===== src/logic/fdt_pkg.sv =====
/*
 * package for the deferred floating-point trap controller: register map,
 * status bit positions, instruction classes, trap-type codes, states.
 * assumes a single 10 MHz clock domain shared with the integer unit.
 */
package fdt_pkg;
	// ----------------------------------------------------------------
	// register map and fields
	// ----------------------------------------------------------------
	localparam logic [7:0] FDT_ADDR_STATUS = 8'h00;
	localparam logic [7:0] FDT_ADDR_MASK = 8'h04;
	localparam logic [7:0] FDT_ADDR_FSR = 8'h08;
	localparam logic [7:0] FDT_ADDR_COUNT = 8'h0C;
	localparam int FDT_FSR_QNE_BIT = 13;
	localparam int FDT_FSR_FTT_LSB = 14;
	localparam int FDT_EV_TRAP = 0;
	localparam int FDT_EV_SEQ = 1;
	localparam int FDT_EV_UNIMP = 2;
	localparam int FDT_EV_LDFAULT = 3;
	localparam logic [3:0] FDT_MASK_RESET = 4'h0;
	localparam int FDT_QDEPTH_DEFAULT = 4;
	localparam logic [31:0] FDT_WORD_STEP = 32'h0000_0004;
	// ----------------------------------------------------------------
	// trap-type codes and operation decode
	// ----------------------------------------------------------------
	localparam logic [2:0] FDT_FTT_NONE = 3'h0;
	localparam logic [2:0] FDT_FTT_UNSUPPORTED = 3'h3;
	localparam logic [2:0] FDT_FTT_SEQUENCE = 3'h4;
	localparam logic [8:0] FDT_OPF_S_TO_D_MUL = 9'h069;
	localparam logic [8:0] FDT_OPF_D_TO_Q_MUL = 9'h06E;
	localparam logic [8:0] FDT_OPF_I_TO_Q = 9'h0CC;
	localparam logic [8:0] FDT_OPF_S_TO_Q = 9'h0CD;
	localparam logic [8:0] FDT_OPF_D_TO_Q = 9'h0CE;
	localparam logic [1:0] FDT_OPF_QUAD_SFX = 2'h3;
	localparam int FDT_OPF_LSB = 5;
	// ----------------------------------------------------------------
	// enumerations
	// ----------------------------------------------------------------
	typedef enum logic [1:0] {
		FDT_EXECUTING = 2'b00,
		FDT_EXC_PENDING = 2'b01,
		FDT_EXC_HELD = 2'b10
	} fdt_state_e;
	typedef enum logic [2:0] {
		FDT_CL_OPERATE = 3'b000,
		FDT_CL_LOAD = 3'b001,
		FDT_CL_BRANCH = 3'b010,
		FDT_CL_STORE_QUEUE = 3'b011,
		FDT_CL_STORE_STATE = 3'b100,
		FDT_CL_STORE_OTHER = 3'b101
	} fdt_class_e;
	// one queue entry: instruction address, word, unsupported flag
	typedef struct packed {
		logic unsup;
		logic [31:0] addr;
		logic [31:0] instr;
	} fdt_entry_s;
endpackage : fdt_pkg


===== src/logic/fdt_trap_ctrl.sv =====
/*
 * deferred floating-point trap controller: exception state machine,
 * deferred-trap queue, store-queue drain, sequence and unsupported checks,
 * register port with sticky status and masked interrupt.
 * assumes the integer unit issues one instruction per accepted cycle and
 * reports completion or exception of the oldest pending operate in order.
 */
// What this block does
// - keep a queue of doubleword entries for operates pending at exception time.
// - after trap the head entry holds faulting operate address and word.
// - entries behind the head hold operates not yet finished at trap.
// - store-queue writes head address at effective address, word at plus four.
// - each store-queue advances or empties queue; queue-not-empty flag follows.
// - three-state machine, resting in executing state.
// - operate exception while executing moves to pending, with no trap.
// - any fp instruction while pending moves to held and requests trap; the queue is left as it stands.
// - trap request only on the pending to held transition.
// - while held only fp stores run, none of them trap.
// - leave held for executing only when store-queue empties the queue.
// - operate, load or branch while held returns to pending, sequence code.
// - instruction causing a sequence error never enters the queue.
// - faulting fp load sets all its destination registers to all ones.
// - unsupported operate sets unsupported code and raises an exception.
// - quad, single-to-double and double-to-quad multiplies are unsupported.
// - queue depth is a parameter; behaviour otherwise identical.
module fdt_trap_ctrl
	import fdt_pkg::*;
#(
	parameter int QDEPTH = FDT_QDEPTH_DEFAULT
) (
	input wire logic i_clock,
	input wire logic i_rst_n,
	input wire logic i_issue_valid,
	input wire fdt_class_e i_issue_class,
	input wire logic [31:0] i_issue_instr,
	input wire logic [31:0] i_issue_addr,
	input wire logic [31:0] i_issue_ea,
	input wire logic i_op_done,
	input wire logic i_op_exc,
	input wire logic [2:0] i_op_exc_ftt,
	input wire logic i_load_fault,
	input wire logic [4:0] i_load_rd,
	input wire logic i_load_dbl,
	input wire logic [7:0] i_reg_addr,
	input wire logic [31:0] i_reg_wdata,
	input wire logic i_reg_wr,
	input wire logic i_reg_rd,
	output logic [31:0] o_reg_rdata,
	output logic o_issue_ready,
	output logic o_fp_trap,
	output logic o_qne,
	output logic [2:0] o_ftt,
	output logic [1:0] o_state,
	output logic o_st_en,
	output logic [31:0] o_st_addr0,
	output logic [31:0] o_st_data0,
	output logic [31:0] o_st_addr1,
	output logic [31:0] o_st_data1,
	output logic o_freg_wr_en,
	output logic [4:0] o_freg_wr_addr,
	output logic o_freg_wr_dbl,
	output logic [63:0] o_freg_wr_data,
	output logic o_irq
);
	// ----------------------------------------------------------------
	// state
	// ----------------------------------------------------------------
	typedef struct packed {
		fdt_state_e state;
		logic [7:0] cnt;
		logic [2:0] ftt;
		logic [3:0] sts;
		logic [3:0] msk;
		logic [31:0] rdata;
		logic ready;
		logic trap;
		logic st_en;
		logic [31:0] st_addr0;
		logic [31:0] st_data0;
		logic [31:0] st_addr1;
		logic [31:0] st_data1;
		logic fw_en;
		logic [4:0] fw_addr;
		logic fw_dbl;
		logic [63:0] fw_data;
		logic irq;
		logic qne;
	} fdt_regs_s;

	localparam logic [7:0] DEPTH8 = 8'(QDEPTH);

	fdt_regs_s r_q;
	fdt_regs_s r_d;
	fdt_entry_s queue_q [QDEPTH];
	fdt_entry_s queue_d [QDEPTH];

	// quad ops, quad conversions and the two widening multiplies
	function automatic logic is_unsupported(input logic [31:0] instr);
		logic [8:0] opf;
		opf = instr[FDT_OPF_LSB +: 9];
		is_unsupported = (opf[1:0] == FDT_OPF_QUAD_SFX)
			|| (opf == FDT_OPF_S_TO_D_MUL)
			|| (opf == FDT_OPF_D_TO_Q_MUL)
			|| (opf == FDT_OPF_I_TO_Q)
			|| (opf == FDT_OPF_S_TO_Q)
			|| (opf == FDT_OPF_D_TO_Q);
	endfunction : is_unsupported

	// register file view of the state register
	function automatic logic [31:0] fsr_view(input fdt_regs_s r);
		logic [31:0] v;
		v = 32'h0000_0000;
		v[1:0] = r.state;
		v[FDT_FSR_QNE_BIT] = (r.cnt != 8'h00);
		v[FDT_FSR_FTT_LSB +: 3] = r.ftt;
		fsr_view = v;
	endfunction : fsr_view

	// ----------------------------------------------------------------
	// next-state logic
	// ----------------------------------------------------------------
	always_comb begin
		logic take;
		logic pop;
		logic push;
		logic exc;
		logic [3:0] ev;
		logic [7:0] cnt;
		fdt_entry_s ent;
		take = 1'b0;
		pop = 1'b0;
		push = 1'b0;
		exc = 1'b0;
		ev = 4'h0;
		cnt = r_q.cnt;
		ent = '0;
		r_d = r_q;
		queue_d = queue_q;
		r_d.trap = 1'b0;
		r_d.st_en = 1'b0;
		r_d.fw_en = 1'b0;
		r_d.rdata = 32'h0000_0000;
		take = i_issue_valid && r_q.ready;

		// executing: retire head, detect exceptions, accept operates
		case (r_q.state)
			FDT_EXECUTING: begin
				if (r_q.cnt != 8'h00 && queue_q[0].unsup) begin
					exc = 1'b1;
					ev[FDT_EV_UNIMP] = 1'b1;
					r_d.ftt = FDT_FTT_UNSUPPORTED;
				end else if (r_q.cnt != 8'h00 && i_op_exc) begin
					exc = 1'b1;
					r_d.ftt = i_op_exc_ftt;
				end else if (r_q.cnt != 8'h00 && i_op_done) begin
					pop = 1'b1;
				end
				if (exc) begin
					// head stays: it is the faulting operate
					r_d.state = FDT_EXC_PENDING;
				end
				if (take && i_issue_class == FDT_CL_OPERATE) begin
					push = 1'b1;
				end
			end
			FDT_EXC_PENDING: begin
				if (take) begin
					// queue already holds the faulting operate at its head
					r_d.state = FDT_EXC_HELD;
					r_d.trap = 1'b1;
					ev[FDT_EV_TRAP] = 1'b1;
				end
			end
			FDT_EXC_HELD: begin
				if (take) begin
					case (i_issue_class)
						FDT_CL_STORE_QUEUE: begin
							r_d.st_en = 1'b1;
							r_d.st_addr0 = i_issue_ea;
							r_d.st_data0 = queue_q[0].addr;
							r_d.st_addr1 = i_issue_ea + FDT_WORD_STEP;
							r_d.st_data1 = queue_q[0].instr;
							if (r_q.cnt != 8'h00) begin
								pop = 1'b1;
							end
							if (r_q.cnt <= 8'h01) begin
								r_d.state = FDT_EXECUTING;
							end
						end
						FDT_CL_OPERATE, FDT_CL_LOAD, FDT_CL_BRANCH: begin
							// not entered into the queue
							r_d.state = FDT_EXC_PENDING;
							r_d.ftt = FDT_FTT_SEQUENCE;
							ev[FDT_EV_SEQ] = 1'b1;
						end
						default: begin
							// other stores run without trapping
							r_d.state = FDT_EXC_HELD;
						end
					endcase
				end
			end
			default: begin
				r_d.state = FDT_EXECUTING;
			end
		endcase

		// queue shift on pop, then append on push
		if (pop) begin
			for (int i = 0; i < QDEPTH - 1; i++) begin
				queue_d[i] = queue_q[i + 1];
			end
			queue_d[QDEPTH - 1] = '0;
			cnt = r_q.cnt - 8'h01;
		end
		if (push) begin
			ent.unsup = is_unsupported(i_issue_instr);
			ent.addr = i_issue_addr;
			ent.instr = i_issue_instr;
			for (int i = 0; i < QDEPTH; i++) begin
				if (8'(i) == cnt) begin
					queue_d[i] = ent;
				end
			end
			cnt = cnt + 8'h01;
		end
		r_d.cnt = cnt;
		r_d.qne = (cnt != 8'h00);

		// faulting load writes ones into its destinations
		if (i_load_fault) begin
			r_d.fw_en = 1'b1;
			r_d.fw_addr = i_load_rd;
			r_d.fw_dbl = i_load_dbl;
			r_d.fw_data = {64{1'b1}};
			ev[FDT_EV_LDFAULT] = 1'b1;
		end

		// issue stalls only while executing with a full queue
		r_d.ready = !(r_d.state == FDT_EXECUTING && r_d.cnt == DEPTH8);

		// register writes: write one to clear, a new event wins
		if (i_reg_wr && i_reg_addr == FDT_ADDR_STATUS) begin
			r_d.sts = r_q.sts & ~i_reg_wdata[3:0];
		end
		if (i_reg_wr && i_reg_addr == FDT_ADDR_MASK) begin
			r_d.msk = i_reg_wdata[3:0];
		end
		r_d.sts = r_d.sts | ev;

		// register reads: data stands one cycle after the strobe
		if (i_reg_rd) begin
			case (i_reg_addr)
				FDT_ADDR_STATUS: r_d.rdata = {28'h000_0000, r_q.sts};
				FDT_ADDR_MASK: r_d.rdata = {28'h000_0000, r_q.msk};
				FDT_ADDR_FSR: r_d.rdata = fsr_view(r_q);
				FDT_ADDR_COUNT: r_d.rdata = {24'h00_0000, r_q.cnt};
				default: r_d.rdata = 32'h0000_0000;
			endcase
		end
		r_d.irq = |(r_d.sts & r_d.msk);
	end

	// ----------------------------------------------------------------
	// registers
	// ----------------------------------------------------------------
	always_ff @(posedge i_clock or negedge i_rst_n) begin
		if (!i_rst_n) begin
			r_q <= '0;
			r_q.state <= FDT_EXECUTING;
			r_q.cnt <= 8'h00;
			r_q.ftt <= FDT_FTT_NONE;
			r_q.msk <= FDT_MASK_RESET;
			r_q.ready <= 1'b1;
			for (int i = 0; i < QDEPTH; i++) begin
				queue_q[i] <= '0;
			end
		end else begin
			r_q <= r_d;
			queue_q <= queue_d;
		end
	end

	// ----------------------------------------------------------------
	// outputs, all straight from flops
	// ----------------------------------------------------------------
	assign o_reg_rdata = r_q.rdata;
	assign o_issue_ready = r_q.ready;
	assign o_fp_trap = r_q.trap;
	assign o_qne = r_q.qne;
	assign o_ftt = r_q.ftt;
	assign o_state = r_q.state;
	assign o_st_en = r_q.st_en;
	assign o_st_addr0 = r_q.st_addr0;
	assign o_st_data0 = r_q.st_data0;
	assign o_st_addr1 = r_q.st_addr1;
	assign o_st_data1 = r_q.st_data1;
	assign o_freg_wr_en = r_q.fw_en;
	assign o_freg_wr_addr = r_q.fw_addr;
	assign o_freg_wr_dbl = r_q.fw_dbl;
	assign o_freg_wr_data = r_q.fw_data;
	assign o_irq = r_q.irq;
endmodule : fdt_trap_ctrl


===== config.mk =====
export PLATFORM = sky130hd
export DESIGN_NAME = fdt_trap_ctrl
export DESIGN_NICKNAME = d
export VERILOG_FILES = /design/src/logic/fdt_pkg.sv /design/src/logic/fdt_trap_ctrl.sv
export SDC_FILE = /design/constraint.sdc
export NUM_CORES = 1
export LEC_CHECK = 0
export BUFFER_PORTS_ARGS = -buffer_cell sky130_fd_sc_hd__buf_2
export CAP_MARGIN = 20
export CORE_MARGIN = 5
export CORE_UTILIZATION = 50
export CTS_BUF_LIST = sky130_fd_sc_hd__clkbuf_8
export DETAILED_ROUTE_END_ITERATION = 8
export PLACE_DENSITY = 0.73
export SLEW_MARGIN = 0
export SYNTH_ARGS = -nofsm -noshare
export SYNTH_HDL_FRONTEND = slang
export SYNTH_SLANG_ARGS = --single-unit

===== constraint.sdc =====
create_clock -name i_clock -period 7.3 [get_ports i_clock]
set_clock_uncertainty 0.05 [all_clocks]
set_input_delay 0.365 -clock i_clock [delete_from_list [all_inputs] [get_ports i_clock]]
set_output_delay 0.365 -clock i_clock [all_outputs]
set_load 0.02 [all_outputs]

==> flow_summary.yaml <==
synthesis:
  synth_top_area_share_pct: 51.23
  ys_types: 64
  yosys_register_bits: 432
  synth_edf_count: 0
  synth_ff_type: "dfrtp_1"
  synth_warnings: 0
  synth_cells: 2200
  yosysSeqAreaShare_pct: 51.36
  synth_area_leaders: "dfrtp_1 (51%), nand2_1 (12%), mux2i_1 (9.6%)"
  synth_top_area_cell: "dfrtp_1"
  syn_area_sq_um: 21050
  async_flop_share_pct: 100.0
  synth_area_per_cell_sq_um: 9.569
route:
  wirelength_mm: 51.77
  antenna_left: 0
  drtIter0Drc: 1051
  vias: 15660
  first_pass_iters: 5
  drc: 0
  wl_per_cell_um: 17.19
  viasPerCell: 5.198
place:
  placed_cells: 2763
  io_buffers: 348
  dp_hpwl_mm: 31.47
  place.gp.congestion: 0.8193
  placed_area_sq_um: 21350
layout:
  final_cells: 3012
  area_delta_synth_final_pct: 14.51
  utilization_pct: 57.73
  stdcell_area_sq_um: 24110
  finalNetCount: 2576
  drive_gt1_share_pct: 20.64
critical_path:
  r2r_cells: 15
  cp.required_ps: 7710
  end_kind: "flop"
  path_class: "reg -> reg"
  r2r_setup_slack_ps: 2700
  critical_path_arrival_ps: 5010
  cp-start-kind: "flop"
  critical_path_peak_fanout: 42
clocking:
  clk_pin_slew_ps: 60
  numCtsBuffers: 74
  cts_resized: 0
  cts.htree.levels: 3
  tritoncts: "built"
  clock_latency_ps: 600
  cts_root_buf: "clkbuf_8"
  cts_buffer_depth: 3
  cts_sinks: 432
sta:
  min_period_ps: 4597
  clock.fmax_mhz: 217.5
  setup_viol: 0
  whs_ps: 86.92
  maxSlewHeadroom_pct: 31.17
  worst_pin_slew_ps: 1032
  drv_slew: 0
  rsz0062_at_grt: "no"
  tns_ps: 0
  layout_worst_path_cycle_share_pct: 62.98
  finalHoldViolCount: 0
floorplan:
  die_w_um: 215.2
  start_util_pct: 50.41
  num_io_pins: 397
  dieArea_sq_um: 46310
  core_area_sq_um: 41760
  die_h_um: 215.2
  rows: 75
power_and_ir_drop:
  max-vdd-ir-drop_v: 0.0001910
  p_per_area_nw_per_um2: 318.3
  p_leak_nw: 11.93
global_routing:
  overflow: 0
  grt_max_degree: 177
  grt_usage_pct: 22.16
  antenna_found_initial: 5
  grt_pass1_wl_mm: 85.10
  grt_pass1_vias: 16150
job:
  cap_viol_max_count: 0
worst_hold_path:
  hold_depth: 3
  hold_class: "in -> reg"
status:
  status: "completed"
## final cells by class
cell class,count,area [sq um]
fillers,3430,17650
flip-flops and latches,432,10810
multi-input cells,1412,7870
repair buffers,477,3083
clock buffers,92,1266
well taps,539,674.4
clock inverters,42,335.3
inverters,16,61.31
diodes,2,5.005
## per-layer routing
layer / share of wire (%) / global-route usage, % / vias to the layer above
met3: 5.8 / 4.672 / 131
met2: 49 / 38.05 / 509
li1: - / - / 7462
met4: 3.8 / 9.793 / 6
met5: 0.066 / 0 / -
met1: 41 / 27.06 / 7548
## critical path, stage by stage, from the launching register on
cell and delay, ps:
dfrtp_1 530, inv_1 140, ha_1 310, nor3b_1 350, nand2_1 300, o21ai_4 130
buf_4 540, nor2_1 80, a21oi_1 300, inv_1 120, ha_1 340, nand3_1 90
mux2i_1 150, a211o_1 160, or3b_2 470, or4_1 400
## where the power goes
part           leakage [nW]  switching, mW  internal (mW)
logic                  5.14           1.16          0.759
registers              5.88          0.420           3.02
clock network         0.905          0.993           1.32
total                  11.9           2.57           5.10
## cell usage in the layout, fill, tap and decap left out, types with 3 or more instances in the layout
master           n
nand2_1        674
dfrtp_1        431
buf_2          347
o21ai_0        278
mux2i_1        201
dlygate4sd3_1  112
clkbuf_8        92
inv_1           37
nor2_1          31
xor2_1          23
xnor2_1         21
conb_1          20
nand3_1         17
a21oi_1         15
mux2_2          12
and3_1          11
o21ai_1         11
buf_4           11
clkinv_2        10
nor4_1           8
nand4_1          8
ha_1             7
nor3_1           6
and2_1           6
and4_1           5
bufinv_16        5
buf_12           5
nor3b_1          4
a211oi_1         4
a2111oi_4        4
a21o_1           3
a31oi_1          3
nand4b_1         3
## registers in the layout, summed over array words and instances (netlist names)
| register | count |
|---|---|
| queue_q | 260 |
| o_st_addr0 | 32 |
| o_st_data0 | 32 |
| o_st_data1 | 32 |
| o_st_addr1 | 30 |
| r_q | 16 |
| o_reg_rdata | 12 |
| o_freg_wr_addr | 5 |
| o_ftt | 3 |
| o_state | 2 |
| o_fp_trap | 1 |
| o_freg_wr_data | 1 |
| o_freg_wr_dbl | 1 |
| o_freg_wr_en | 1 |
| o_irq | 1 |
| o_issue_ready | 1 |
| o_qne | 1 |
| o_st_en | 1 |
## cell families after synthesis
kind of cell             share of synthesized area, %
AO/OA/AOI/OAI                                   8.880
XOR/XNOR                                        1.831
adder cells (fa/ha/maj)                        0.4160
buffers and inverters                           11.68
flip-flops                                      51.36
multiplexers                                    10.41
other                                         0.01781
AND/OR/NAND/NOR                                 15.40
## cell usage after synthesis (16+ instances only)
library cell	count
nand2_1	674
dfrtp_1	431
o21ai_0	278
buf_4	252
mux2i_1	201
clkbuf_1	64
nor2_1	31
xor2_1	23
xnor2_1	21
nand3_1	17
a21oi_1	16
buf_2	16
## stage by stage
step                      power, mW  setup WS (ps)
after CTS                     7.748           2670
after global routing          8.142           2313
after global placement        5.249           2633
after detailed placement      5.337           2597
after floorplan               4.942           3263
final                         7.673           2703
## final timing paths
path / from / to
max in group asynchronous: i_rst_n / o_st_data1[25]
max: r_q[247] / o_qne
min: i_op_exc_ftt[0] / o_ftt[0]
max reg2reg: r_q[247] / o_qne
min in group asynchronous: i_rst_n / o_st_addr0[8]
min reg2reg: queue_q[221] / o_st_data1[26]
## timing repair
action / CTS / global route
buffers inserted: 0 / 0
hold buffers: 112 / 0
endpoints found under the hold margin: 409 / 0
(Power assumes the default switching activity.)
